File: src/pei_pkg.sv
// Constants, register map and state types of the PHY event interrupt unit.
// Assumes a single 50 MHz clock and an AXI4-Lite register bus with 32-bit data.
package pei_pkg;

  // Bus widths
  localparam int          AXI_AW   = 12;
  localparam int          AXI_DW   = 32;

  // Register indices as printed; byte address is four times the index
  localparam logic [9:0]  IDX_CTRL = 10'h011;
  localparam logic [9:0]  IDX_STAT = 10'h012;
  localparam logic [9:0]  IDX_FCT  = 10'h014;
  localparam logic [9:0]  IDX_RXE  = 10'h015;
  localparam logic [11:0] ADDR_CTRL = {IDX_CTRL, 2'b00};
  localparam logic [11:0] ADDR_STAT = {IDX_STAT, 2'b00};
  localparam logic [11:0] ADDR_FCT  = {IDX_FCT, 2'b00};
  localparam logic [11:0] ADDR_RXE  = {IDX_RXE, 2'b00};

  // Control register fields (bits 3:0 implemented, rest read zero)
  localparam int          CTRL_W       = 4;
  localparam int          CTRL_OE_BIT  = 0;
  localparam int          CTRL_GATE_BIT = 1;
  localparam int          CTRL_FORCE_BIT = 2;
  localparam int          CTRL_POL_BIT = 3;
  localparam logic [3:0]  CTRL_RESET   = 4'h8;

  // Event order, shared by enables (5:0) and flags (13:8)
  localparam int          EVT_N        = 6;
  localparam int          EVT_LINK     = 5;
  localparam int          EVT_SPEED    = 4;
  localparam int          EVT_DUPLEX   = 3;
  localparam int          EVT_AN       = 2;
  localparam int          EVT_FC       = 1;
  localparam int          EVT_RE       = 0;
  localparam logic [5:0]  EVT_RESET    = 6'h00;

  // Tally widths and half-full thresholds
  localparam int          FC_W         = 8;
  localparam logic [7:0]  FC_HALF      = 8'h7F;
  localparam int          RXE_W        = 16;
  localparam logic [15:0] RXE_HALF     = 16'h7FFF;

  // Bus responses
  localparam logic [1:0]  RESP_OKAY    = 2'h0;
  localparam logic [1:0]  RESP_SLVERR  = 2'h2;

  typedef enum logic [1:0] {
    PEI_WR_COLLECT = 2'b01,
    PEI_WR_RESP    = 2'b10
  } pei_wr_e;

  typedef enum logic [1:0] {
    PEI_RD_IDLE = 2'b01,
    PEI_RD_RESP = 2'b10
  } pei_rd_e;

endpackage : pei_pkg

File: src/pei_cnt_if.sv
// Interface between the unit and one saturating error tally.
// Assumes both ends sit on the same clock.
`timescale 1ns/1ns
interface pei_cnt_if #(parameter int W = 8);
  logic         inc;
  logic         clr;
  logic [W-1:0] count;
  logic         half;

  modport tally (input inc, input clr, output count, output half);
  modport user  (output inc, output clr, input count, input half);
endinterface : pei_cnt_if

File: src/pei_sat_counter.sv
// Saturating tally, cleared on read, with a pulse when it passes half full.
// Assumes increment and clear come from logic on the same clock.
`timescale 1ns/1ns
module pei_sat_counter #(
  parameter int         W    = 8,
  parameter logic [W-1:0] HALF = '0
) (
  input  wire logic     clk_i,
  input  wire logic     rst_i,
  pei_cnt_if.tally      cnt
);

  localparam logic [W-1:0] TOP = '1;

  // Clear wins over count but the coinciding increment is kept
  always_ff @(posedge clk_i) begin
    if (rst_i) begin
      cnt.count <= '0;
    end else if (cnt.clr) begin
      cnt.count <= cnt.inc ? W'(1) : '0;
    end else if (cnt.inc && cnt.count != TOP) begin
      cnt.count <= cnt.count + W'(1);
    end
  end

  // Passing the midpoint is one event, not a level
  assign cnt.half = cnt.inc && !cnt.clr && (cnt.count == HALF);
endmodule : pei_sat_counter

File: src/pei_top.sv
// PHY event interrupt unit: control and event status registers, error tallies,
// and the shared interrupt / power-down pin.
// Assumes PHY status levels and error pulses on the bus clock; pin input is async.
//
// The AXI4-Lite register port was left to the implementer.
`timescale 1ns/1ns

// Summary of operation
// - With polarity select one, pin idles high and goes low on interrupt.
// - With polarity select zero, pin idles low and goes high on interrupt.
// - Force bit raises an interrupt independent of events; clears to zero at reset.
// - The forced interrupt lasts as long as the force bit stays set.
// - Global gate must be set; then per-event enables pick interrupting events.
// - Pin function bit: one makes shared pin interrupt output, zero power-down input.
// - Interrupts reach the pin only while it is configured as output.
// - A status bit is set if its event happened since the last read.
// - An event interrupts only when its own enable bit is set.
// - Gate and pin function both needed for event interrupts; otherwise no signalling.
// - Status bits latch events even when enables or gate are off.
// - Bit 13 flags link change; read-only, reset zero, cleared by reading.
// - Bit 12 flags speed change and holds until the register is read.
// - Bit 11 flags duplex change and holds until the register is read.
// - Bit 10 flags auto-negotiation complete and holds until read.
// - Bit 9 flags false-carrier tally passing half full, held until read.
// - Bit 8 flags receive-error tally passing half full, held until read.
// - Enable bits 5..0 cover link, speed, duplex, negotiation, false carrier, rx error.
// - Status bits 15:14 and 7:6 read zero and ignore writes.
// - False-carrier tally is 8 bits, saturates at FFh, clears on read.
// - Receive-error tally is 16 bits, saturates at FFFFh, clears on read.
module pei_top
  import pei_pkg::*;
(
  input  wire logic              clk_i,
  input  wire logic              rst_i,
  // AXI4-Lite slave
  input  wire logic [AXI_AW-1:0] axi_awaddr_i,
  input  wire logic              axi_awvalid_i,
  output logic                   axi_awready_o,
  input  wire logic [AXI_DW-1:0] axi_wdata_i,
  input  wire logic [3:0]        axi_wstrb_i,
  input  wire logic              axi_wvalid_i,
  output logic                   axi_wready_o,
  output logic [1:0]             axi_bresp_o,
  output logic                   axi_bvalid_o,
  input  wire logic              axi_bready_i,
  input  wire logic [AXI_AW-1:0] axi_araddr_i,
  input  wire logic              axi_arvalid_i,
  output logic                   axi_arready_o,
  output logic [AXI_DW-1:0]      axi_rdata_o,
  output logic [1:0]             axi_rresp_o,
  output logic                   axi_rvalid_o,
  input  wire logic              axi_rready_i,
  // PHY status levels and error pulses
  input  wire logic              link_up_i,
  input  wire logic              speed_100_i,
  input  wire logic              full_duplex_i,
  input  wire logic              autoneg_done_i,
  input  wire logic              false_carrier_i,
  input  wire logic              rx_symbol_error_i,
  // Shared interrupt / power-down pin
  input  wire logic              irq_or_powerdown_pin_i,
  output logic                   irq_or_powerdown_pin_o,
  output logic                   irq_or_powerdown_pin_oe_o,
  output logic                   powerdown_o
);

  pei_wr_e            wr_state;
  pei_rd_e            rd_state;
  logic               aw_held;
  logic               w_held;
  logic [AXI_AW-1:0]  awaddr_q;
  logic [AXI_DW-1:0]  wdata_q;
  logic [3:0]         wstrb_q;
  logic [AXI_AW-1:0]  wr_addr;
  logic [AXI_DW-1:0]  wr_data;
  logic [3:0]         wr_strb;
  logic               aw_now;
  logic               w_now;
  logic               wr_fire;
  logic               wr_lane0;
  logic               rd_fire;
  logic [AXI_DW-1:0]  rd_word;
  logic [1:0]         rd_resp;
  logic [1:0]         wr_resp;
  logic               stat_rd;

  logic [CTRL_W-1:0]  phy_interrupt_control;
  logic [EVT_N-1:0]   event_enable;
  logic [EVT_N-1:0]   event_flag;
  logic [EVT_N-1:0]   event_now;
  logic [15:0]        event_status_enable_one;
  logic               primed;
  logic               link_q;
  logic               speed_q;
  logic               duplex_q;
  logic               autoneg_q;
  logic               irq_active;
  logic               pin_meta;
  logic               pin_sync;

  logic irq_or_powerdown_pin;
  logic irq_level_select;
  logic irq_force;
  logic irq_gate;

  pei_cnt_if #(.W(FC_W))  false_carrier_tally ();
  pei_cnt_if #(.W(RXE_W)) rx_symbol_error_tally ();

  assign irq_or_powerdown_pin = phy_interrupt_control[CTRL_OE_BIT];
  assign irq_level_select     = phy_interrupt_control[CTRL_POL_BIT];
  assign irq_force            = phy_interrupt_control[CTRL_FORCE_BIT];
  assign irq_gate             = phy_interrupt_control[CTRL_GATE_BIT];

  // Write channel: address and data may arrive in either order
  assign axi_awready_o = (wr_state == PEI_WR_COLLECT) && !aw_held;
  assign axi_wready_o  = (wr_state == PEI_WR_COLLECT) && !w_held;
  assign axi_bvalid_o  = (wr_state == PEI_WR_RESP);
  assign aw_now   = axi_awvalid_i && axi_awready_o;
  assign w_now    = axi_wvalid_i && axi_wready_o;
  assign wr_fire  = (wr_state == PEI_WR_COLLECT) && (aw_held || aw_now) && (w_held || w_now);
  assign wr_addr  = aw_held ? awaddr_q : axi_awaddr_i;
  assign wr_data  = w_held ? wdata_q : axi_wdata_i;
  assign wr_strb  = w_held ? wstrb_q : axi_wstrb_i;
  assign wr_lane0 = wr_fire && wr_strb[0];

  // Write responses: registers that exist answer OKAY, read-only ones ignore data
  always_comb begin
    if (wr_addr == ADDR_CTRL || wr_addr == ADDR_STAT) begin
      wr_resp = RESP_OKAY;
    end else if (wr_addr == ADDR_FCT || wr_addr == ADDR_RXE) begin
      wr_resp = RESP_OKAY;
    end else begin
      wr_resp = RESP_SLVERR;
    end
  end

  // Write handshake state
  always_ff @(posedge clk_i) begin
    if (rst_i) begin
      wr_state    <= PEI_WR_COLLECT;
      aw_held     <= 1'b0;
      w_held      <= 1'b0;
      awaddr_q    <= '0;
      wdata_q     <= '0;
      wstrb_q     <= '0;
      axi_bresp_o <= RESP_OKAY;
    end else begin
      case (wr_state)
        PEI_WR_COLLECT: begin
          if (wr_fire) begin
            wr_state    <= PEI_WR_RESP;
            aw_held     <= 1'b0;
            w_held      <= 1'b0;
            axi_bresp_o <= wr_resp;
          end else begin
            if (aw_now) begin
              aw_held  <= 1'b1;
              awaddr_q <= axi_awaddr_i;
            end
            if (w_now) begin
              w_held  <= 1'b1;
              wdata_q <= axi_wdata_i;
              wstrb_q <= axi_wstrb_i;
            end
          end
        end
        PEI_WR_RESP: begin
          if (axi_bready_i) begin
            wr_state <= PEI_WR_COLLECT;
          end
        end
        default: begin
          wr_state <= PEI_WR_COLLECT;
        end
      endcase
    end
  end

  // Read channel: one read at a time, answer one cycle after the address
  assign axi_arready_o = (rd_state == PEI_RD_IDLE);
  assign axi_rvalid_o  = (rd_state == PEI_RD_RESP);
  assign rd_fire       = axi_arvalid_i && axi_arready_o;
  assign stat_rd       = rd_fire && (axi_araddr_i == ADDR_STAT);

  // Reserved positions are tied low in the assembled word
  assign event_status_enable_one = {2'b00, event_flag, 2'b00, event_enable};

  // Read data select
  always_comb begin
    rd_word = '0;
    rd_resp = RESP_OKAY;
    if (axi_araddr_i == ADDR_CTRL) begin
      rd_word = AXI_DW'(phy_interrupt_control);
    end else if (axi_araddr_i == ADDR_STAT) begin
      rd_word = AXI_DW'(event_status_enable_one);
    end else if (axi_araddr_i == ADDR_FCT) begin
      rd_word = AXI_DW'(false_carrier_tally.count);
    end else if (axi_araddr_i == ADDR_RXE) begin
      rd_word = AXI_DW'(rx_symbol_error_tally.count);
    end else begin
      rd_resp = RESP_SLVERR;
    end
  end

  // Read handshake state; data captured at the address edge
  always_ff @(posedge clk_i) begin
    if (rst_i) begin
      rd_state    <= PEI_RD_IDLE;
      axi_rdata_o <= '0;
      axi_rresp_o <= RESP_OKAY;
    end else begin
      case (rd_state)
        PEI_RD_IDLE: begin
          if (rd_fire) begin
            rd_state    <= PEI_RD_RESP;
            axi_rdata_o <= rd_word;
            axi_rresp_o <= rd_resp;
          end
        end
        PEI_RD_RESP: begin
          if (axi_rready_i) begin
            rd_state <= PEI_RD_IDLE;
          end
        end
        default: begin
          rd_state <= PEI_RD_IDLE;
        end
      endcase
    end
  end

  // Control register; only lane 0 holds implemented bits
  always_ff @(posedge clk_i) begin
    if (rst_i) begin
      phy_interrupt_control <= CTRL_RESET;
    end else if (wr_lane0 && wr_addr == ADDR_CTRL) begin
      phy_interrupt_control <= wr_data[CTRL_W-1:0];
    end
  end

  // Event enables; flag and reserved positions ignore writes
  always_ff @(posedge clk_i) begin
    if (rst_i) begin
      event_enable <= EVT_RESET;
    end else if (wr_lane0 && wr_addr == ADDR_STAT) begin
      event_enable <= wr_data[EVT_N-1:0];
    end
  end

  // Previous status levels; primed keeps reset from looking like a change
  always_ff @(posedge clk_i) begin
    if (rst_i) begin
      primed    <= 1'b0;
      link_q    <= 1'b0;
      speed_q   <= 1'b0;
      duplex_q  <= 1'b0;
      autoneg_q <= 1'b0;
    end else begin
      primed    <= 1'b1;
      link_q    <= link_up_i;
      speed_q   <= speed_100_i;
      duplex_q  <= full_duplex_i;
      autoneg_q <= autoneg_done_i;
    end
  end

  // Event detection, in enable-bit order
  always_comb begin
    event_now             = '0;
    event_now[EVT_LINK]   = primed && (link_up_i != link_q);
    event_now[EVT_SPEED]  = primed && (speed_100_i != speed_q);
    event_now[EVT_DUPLEX] = primed && (full_duplex_i != duplex_q);
    event_now[EVT_AN]     = primed && autoneg_done_i && !autoneg_q;
    event_now[EVT_FC]     = false_carrier_tally.half;
    event_now[EVT_RE]     = rx_symbol_error_tally.half;
  end

  // Sticky flags, set regardless of enables; a set beats the clearing read
  always_ff @(posedge clk_i) begin
    if (rst_i) begin
      event_flag <= EVT_RESET;
    end else begin
      event_flag <= (event_flag & ~{EVT_N{stat_rd}}) | event_now;
    end
  end

  // Error tallies, cleared by a read of their own address
  assign false_carrier_tally.inc   = false_carrier_i;
  assign false_carrier_tally.clr   = rd_fire && (axi_araddr_i == ADDR_FCT);
  assign rx_symbol_error_tally.inc = rx_symbol_error_i;
  assign rx_symbol_error_tally.clr = rd_fire && (axi_araddr_i == ADDR_RXE);

  pei_sat_counter #(.W(FC_W), .HALF(FC_HALF)) u_fc_tally (
    .clk_i (clk_i),
    .rst_i (rst_i),
    .cnt   (false_carrier_tally)
  );

  pei_sat_counter #(.W(RXE_W), .HALF(RXE_HALF)) u_rxe_tally (
    .clk_i (clk_i),
    .rst_i (rst_i),
    .cnt   (rx_symbol_error_tally)
  );

  // Interrupt condition: forced, or gated and enabled pending flags
  assign irq_active = irq_force || (irq_gate && |(event_flag & event_enable));

  // Pin drive registered so it never glitches on a decode
  always_ff @(posedge clk_i) begin
    if (rst_i) begin
      irq_or_powerdown_pin_o    <= CTRL_RESET[CTRL_POL_BIT];
      irq_or_powerdown_pin_oe_o <= 1'b0;
    end else begin
      irq_or_powerdown_pin_o    <= irq_level_select ^ irq_active;
      irq_or_powerdown_pin_oe_o <= irq_or_powerdown_pin;
    end
  end

  // Pin as power-down input: synchronise, then active low request
  always_ff @(posedge clk_i) begin
    if (rst_i) begin
      pin_meta    <= 1'b1;
      pin_sync    <= 1'b1;
      powerdown_o <= 1'b0;
    end else begin
      pin_meta    <= irq_or_powerdown_pin_i;
      pin_sync    <= pin_meta;
      powerdown_o <= !irq_or_powerdown_pin && !pin_sync;
    end
  end
endmodule : pei_top

File: config.mk
export PLATFORM = sky130hd
export DESIGN_NAME = pei_top
export DESIGN_NICKNAME = d
export VERILOG_FILES = /design/src/pei_pkg.sv /design/src/pei_cnt_if.sv /design/src/pei_sat_counter.sv /design/src/pei_top.sv
export SDC_FILE = /design/constraint.sdc
export NUM_CORES = 1
export LEC_CHECK = 0
export BUFFER_PORTS_ARGS = -buffer_cell sky130_fd_sc_hd__buf_2
export CORE_MARGIN = 10
export CORE_UTILIZATION = 53
export DETAILED_ROUTE_END_ITERATION = 7
export PLACE_DENSITY_LB_ADDON = 0.05
export SYNTH_ARGS = -nofsm -noshare
export SYNTH_HDL_FRONTEND = slang
export SYNTH_HIERARCHICAL = 1
export SYNTH_SLANG_ARGS = --single-unit
File: constraint.sdc
create_clock -name clk_i -period 2.5 [get_ports clk_i]
set_clock_uncertainty 0.05 [all_clocks]
set_input_delay 0.5 -clock clk_i [delete_from_list [all_inputs] [get_ports clk_i]]
set_output_delay 0.5 -clock clk_i [all_outputs]
set_load 0.1 [all_outputs]
==> reports/summary.log <==
qor: run_status.run_status complete, no violations
qor: placed_design.port_buffers 70
qor: cells_and_area.antenna_cells 0
qor: min_path.worst_hold_path_endpoint pin_meta$_SDFF_PP1_
qor: floorplan.fp.dieArea 12700 um^2
qor: cells_and_area.fill_cells 744
qor: worst_setup_path.cpLargestDelayFamily simple AND/OR/NAND/NOR gates
qor: power.clock_power_share 33.2%
qor: detailed_routing.final_routed_drc_violation_total 0
qor: cts.cts_tree built
qor: floorplan.io_pins 118
qor: grt.wire_length_of_the_first_global_routing_pass 18.0 mm
qor: placed_design.gp_routability_congestion 0.870
qor: power.ir_drop 0.000336 V
qor: worst_setup_path.cpMaxStageDelayCell sky130_fd_sc_hd__or3_2
qor: cts.max-clock-path-buffers 2
qor: sta.hold_slack 266 ps
qor: min_path.timing.hold.worst_path_depth 2
qor: worst_setup_path.worst_r2r_startpoint u_rxe_tally/cnt.count[0]$_SDFFE_PP0P_
qor: sta.timing.final.max_slew_violations 0
qor: floorplan.die_x 113 um
qor: synthesis.synth_flop_cell sky130_fd_sc_hd__dfxtp_1
qor: synthesis.syn_area_per_cell 9.00 um^2
qor: synthesis.synth_adder_area_share 0.547%
qor: flow_run.cap_viol_max_count 0
qor: synthesis.post_synth_and_or_nand_nor_area_fraction 25.6%
qor: power.total_leakage_power 2.17 nW
qor: grt.grt_antenna_before_repair 0
qor: synthesis.async_flop_share 0%
qor: detailed_routing.dr.first_iter.drc_count 190
qor: synthesis.post_synth_edffs 0
qor: power.internal_power 0.00214 W
qor: synthesis.syn-cell-area 4570 um^2
qor: grt.grt_use_total 16.7%
qor: floorplan.floorplan.initialDensity 55.1%
qor: sta.totalNegativeSetupSlack 0 ps
qor: detailed_routing.final_antenna_net_count 0
qor: cells_and_area.multiInputGateArea 2490 um^2
qor: detailed_routing.drt-pass1-iter-count 4
qor: worst_setup_path.cp-end-kind flop
qor: synthesis.share_of_yosys_cell_area_claimed_by_the_top_area_cell_type 40.7%
qor: sta.fmax 476 MHz
qor: sta.final-setup-viol-count 0
qor: sta.final.period_utilization 84.0%
qor: detailed_routing.vias_per_inst 5.65
qor: detailed_routing.routed-via-count 3913
qor: min_path.min_path_type input pin to flop
qor: floorplan.rows 33
qor: placed_design.detailed_place_hpwl 8.60 mm
qor: floorplan.core-area 8300 um^2
qor: cts.cts_sinks 93
qor: grt.grt_overflow 0
qor: detailed_routing.routed_wire_length_per_instance 16.1 um
qor: worst_setup_path.path_class flop to flop
qor: grt.grt_start_max_net_pins 24
qor: worst_setup_path.timing.critical_path.buf_inv 1
qor: synthesis.synth_xor_xnor_area_share 1.15%
qor: worst_setup_path.worst-r2r-setup-slack 400 ps
qor: worst_setup_path.worst-endpoint-arrival 2350 ps
qor: synthesis.flop_and_latch_count_out_of_synthesis 93
qor: sta.hold_violations 0
qor: power.total_power 0.00312 W
qor: min_path.worstHoldStart irq_or_powerdown_pin_i
qor: synthesis.synth-warning-count 6
qor: cts.clock_transition_at_the_register_clock_pins_on_the_worst_setup_and_hold_paths_after_cts 100 ps
qor: worst_setup_path.timing.critical_path.fanout_max 7
qor: cts.post_cts_hold_buffer_count 0
qor: detailed_routing.drt_wl_total 11.1 mm
qor: power.power.density_cell_area 600 nW/um^2
qor: synthesis.main_combinational_cell_family_by_area_after_synthesis simple AND/OR/NAND/NOR gates
qor: power.switching_share 31.3%
qor: cts.insertion_delay 360 ps
qor: power.switching_power 0.000978 W
qor: power.seq_power_share 50.1%
qor: cells_and_area.final_layout_size_suffix_gt1_share 23.2%
qor: cells_and_area.area_growth_syn_to_layout 13.9%
qor: cts.number_of_gates_given_a_new_drive_strength_after_cts 0
qor: worst_setup_path.required 2750 ps
qor: cells_and_area.nNetsFinal 658
qor: floorplan.die_height 113 um
qor: cells_and_area.area.sequential 1860 um^2
qor: synthesis.synth-seq-area-share 40.7%
qor: synthesis.ys_top_cells_by_area sky130_fd_sc_hd__dfxtp_1 41%, sky130_fd_sc_hd__mux2i_1 7.9%, sky130_fd_sc_hd__o21ai_0 3.8%, sky130_fd_sc_hd__a21oi_1 3.7%, sky130_fd_sc_hd__nor2_1 3.7%
qor: synthesis.synth-compound-area-share 16.4%
qor: cts.clockRootBuffer sky130_fd_sc_hd__clkbuf_8
qor: grt.via_count_of_the_first_global_routing_pass 3861
qor: cts.cts_made_buffers 9
qor: worst_setup_path.critical_path.reg2reg.endpoint event_flag[0]$_SDFF_PP0_
qor: worst_setup_path.startpoint_type flop
qor: synthesis.synth.mux.area_fraction 9.44%
qor: cts.h-tree-depth 3
qor: worst_setup_path.crit_path_max_incr_delay 560 ps
qor: synthesis.synth.lib_cells_used.distinct 72
qor: synthesis.post-synth-top-area-cell sky130_fd_sc_hd__dfxtp_1
qor: sta.setup_repair_after_global_routing_missed_its_margin no
qor: power.pwr-share-comb 16.7%
qor: worst_setup_path.timing.critical_path.cells ha_1 > nand4_1 > or3_2 > nor4_1 > inv_1 > a21oi_1
qor: worst_setup_path.worst_r2r_path_depth 6
qor: synthesis.syn-instance-count 508
qor: cts.postCtsSetupBuffers 0
qor: sta.crit_path_time_final 2100 ps
per-layer routing:
metal  GRT usage (%)  routed length, um  vias to the layer above
met4            4.57                114                        0
met3            4.70                653                       11
met5               0                  0                        -
met1            20.3               4980                     1846
met2            28.3               5400                       90
li1                -                  -                     1966
synthesized netlist by cell type, types with 3 or more instances:
master and number:
sky130_fd_sc_hd__nand4b_1 3, sky130_fd_sc_hd__mux2_2 4, sky130_fd_sc_hd__nor4_1 5, sky130_fd_sc_hd__nor3_1 6, sky130_fd_sc_hd__o31ai_1 7, sky130_fd_sc_hd__nand2b_1 7
sky130_fd_sc_hd__or4_1 4, sky130_fd_sc_hd__a22oi_1 9, sky130_fd_sc_hd__clkbuf_1 13, sky130_fd_sc_hd__nand2_1 43, sky130_fd_sc_hd__nor2b_1 13, sky130_fd_sc_hd__and4_1 7
sky130_fd_sc_hd__nand3_1 14, sky130_fd_sc_hd__nor2_1 45, sky130_fd_sc_hd__or3_1 8, sky130_fd_sc_hd__a31oi_1 5, sky130_fd_sc_hd__o21ai_0 35, sky130_fd_sc_hd__or2_2 6
sky130_fd_sc_hd__and3_1 3, sky130_fd_sc_hd__nand4_1 6, sky130_fd_sc_hd__xor2_1 6, sky130_fd_sc_hd__a32o_1 4, sky130_fd_sc_hd__dfxtp_1 93, sky130_fd_sc_hd__buf_4 19
sky130_fd_sc_hd__a21oi_1 34, sky130_fd_sc_hd__buf_2 6, sky130_fd_sc_hd__mux2i_1 36, sky130_fd_sc_hd__inv_1 10, sky130_fd_sc_hd__nor3b_1 4
flip-flops by register name (all words and copies together) (netlist names), 2 cells and up:
signal and flops:
event_flag 6, awaddr_q 12, u_fc_tally/cnt.count 8, phy_interrupt_control 4
wr_state 2, event_enable 6, rd_state 2, axi_rdata_o 16
u_rxe_tally/cnt.count 16, wdata_q 6
worst register-to-register path, stage by stage (launching register included):
cell	delay [ps]
sky130_fd_sc_hd__dfxtp_1	430
sky130_fd_sc_hd__ha_1	250
sky130_fd_sc_hd__nand4_1	280
sky130_fd_sc_hd__or3_2	560
sky130_fd_sc_hd__nor4_1	270
sky130_fd_sc_hd__inv_1	90
sky130_fd_sc_hd__a21oi_1	120
final cells by class:
cell class                      count  area share (%)
Multi-Input combinational cell    381            47.9
Sequential cell                    93            35.8
Timing Repair Buffer               86            9.04
Tap cell                          105            2.52
Clock buffer                        9            2.38
Clock inverter                      7            1.56
Inverter                           11           0.793
layout by cell type (no fill, tap or decap), types with 3 or more instances in the layout:
master                       count
sky130_fd_sc_hd__dfxtp_1        93
sky130_fd_sc_hd__nand2b_1        7
sky130_fd_sc_hd__nand4b_1        3
sky130_fd_sc_hd__a32o_1          4
sky130_fd_sc_hd__o21ai_0        35
sky130_fd_sc_hd__a21oi_1        34
sky130_fd_sc_hd__nor2_1         45
sky130_fd_sc_hd__or2_2           6
sky130_fd_sc_hd__o31ai_1         7
sky130_fd_sc_hd__and3_1          3
sky130_fd_sc_hd__or4_1           4
sky130_fd_sc_hd__a22oi_1         9
sky130_fd_sc_hd__nand4_1         6
sky130_fd_sc_hd__or3_1           8
sky130_fd_sc_hd__nor3b_1         4
sky130_fd_sc_hd__nand2_1        43
sky130_fd_sc_hd__nor4_1          5
sky130_fd_sc_hd__mux2_2          4
sky130_fd_sc_hd__nor3_1          6
sky130_fd_sc_hd__clkbuf_8        9
sky130_fd_sc_hd__a31oi_1         5
sky130_fd_sc_hd__conb_1         18
sky130_fd_sc_hd__clkinvlp_4      3
sky130_fd_sc_hd__and4_1          7
sky130_fd_sc_hd__mux2i_1        36
sky130_fd_sc_hd__inv_1          10
sky130_fd_sc_hd__xor2_1          6
sky130_fd_sc_hd__nor2b_1        13
sky130_fd_sc_hd__buf_2          70
sky130_fd_sc_hd__nand3_1        14
sky130_fd_sc_hd__buf_4          16
through the flow:
stage / cell area, um^2 / instances / utilization [%] / setup WS (ps)
4_1_cts: 5200 / 692 / 62.7 / 434
6_report: 5200 / 692 / 62.7 / 400
5_1_grt: 5200 / 692 / 62.7 / 304
3_3_place_gp: 5000 / 676 / 60.2 / 281
3_5_place_dp: 5000 / 676 / 60.2 / 267
2_1_floorplan: 4630 / 525 / - / 131
power by group through the flow:
stage	clock network [W]	registers, W	logic (W)
final	0.00104	0.00156	0.000523
after global routing	0.00112	0.00157	0.000561
after floorplan	0	0.00161	0.000405
after global placement	0	0.00160	0.000514
after detailed placement	0	0.00160	0.000522
after CTS	0.00106	0.00156	0.000523
logic make-up after synthesis:
group,Yosys count
AOI/OAI and AO/OA,114
muxes,42
and+or+nand+nor,199
DFF,93
buffers and inverters,51
adders and majority gates,2
other,1
xor gates and xnor gates,6
how the worst max path moves through the flow:
stage	start	end	slack, ps	cells after the start
detailed placement	axi_araddr_i[1]	u_fc_tally/cnt.count[4]$_SDFFE_PP0P_	270	8
finish	u_rxe_tally/cnt.count[0]$_SDFFE_PP0P_	event_flag[0]$_SDFF_PP0_	400	6
floorplan	w_held$_SDFFE_PP0P_	axi_wready_o	130	2
global route	u_rxe_tally/cnt.count[0]$_SDFFE_PP0P_	event_flag[0]$_SDFF_PP0_	300	6
global placement	axi_araddr_i[1]	u_fc_tally/cnt.count[0]$_SDFFE_PP0P_	280	8
CTS	u_rxe_tally/cnt.count[0]$_SDFFE_PP0P_	event_flag[0]$_SDFF_PP0_	430	6
(Power assumes the default switching activity.)
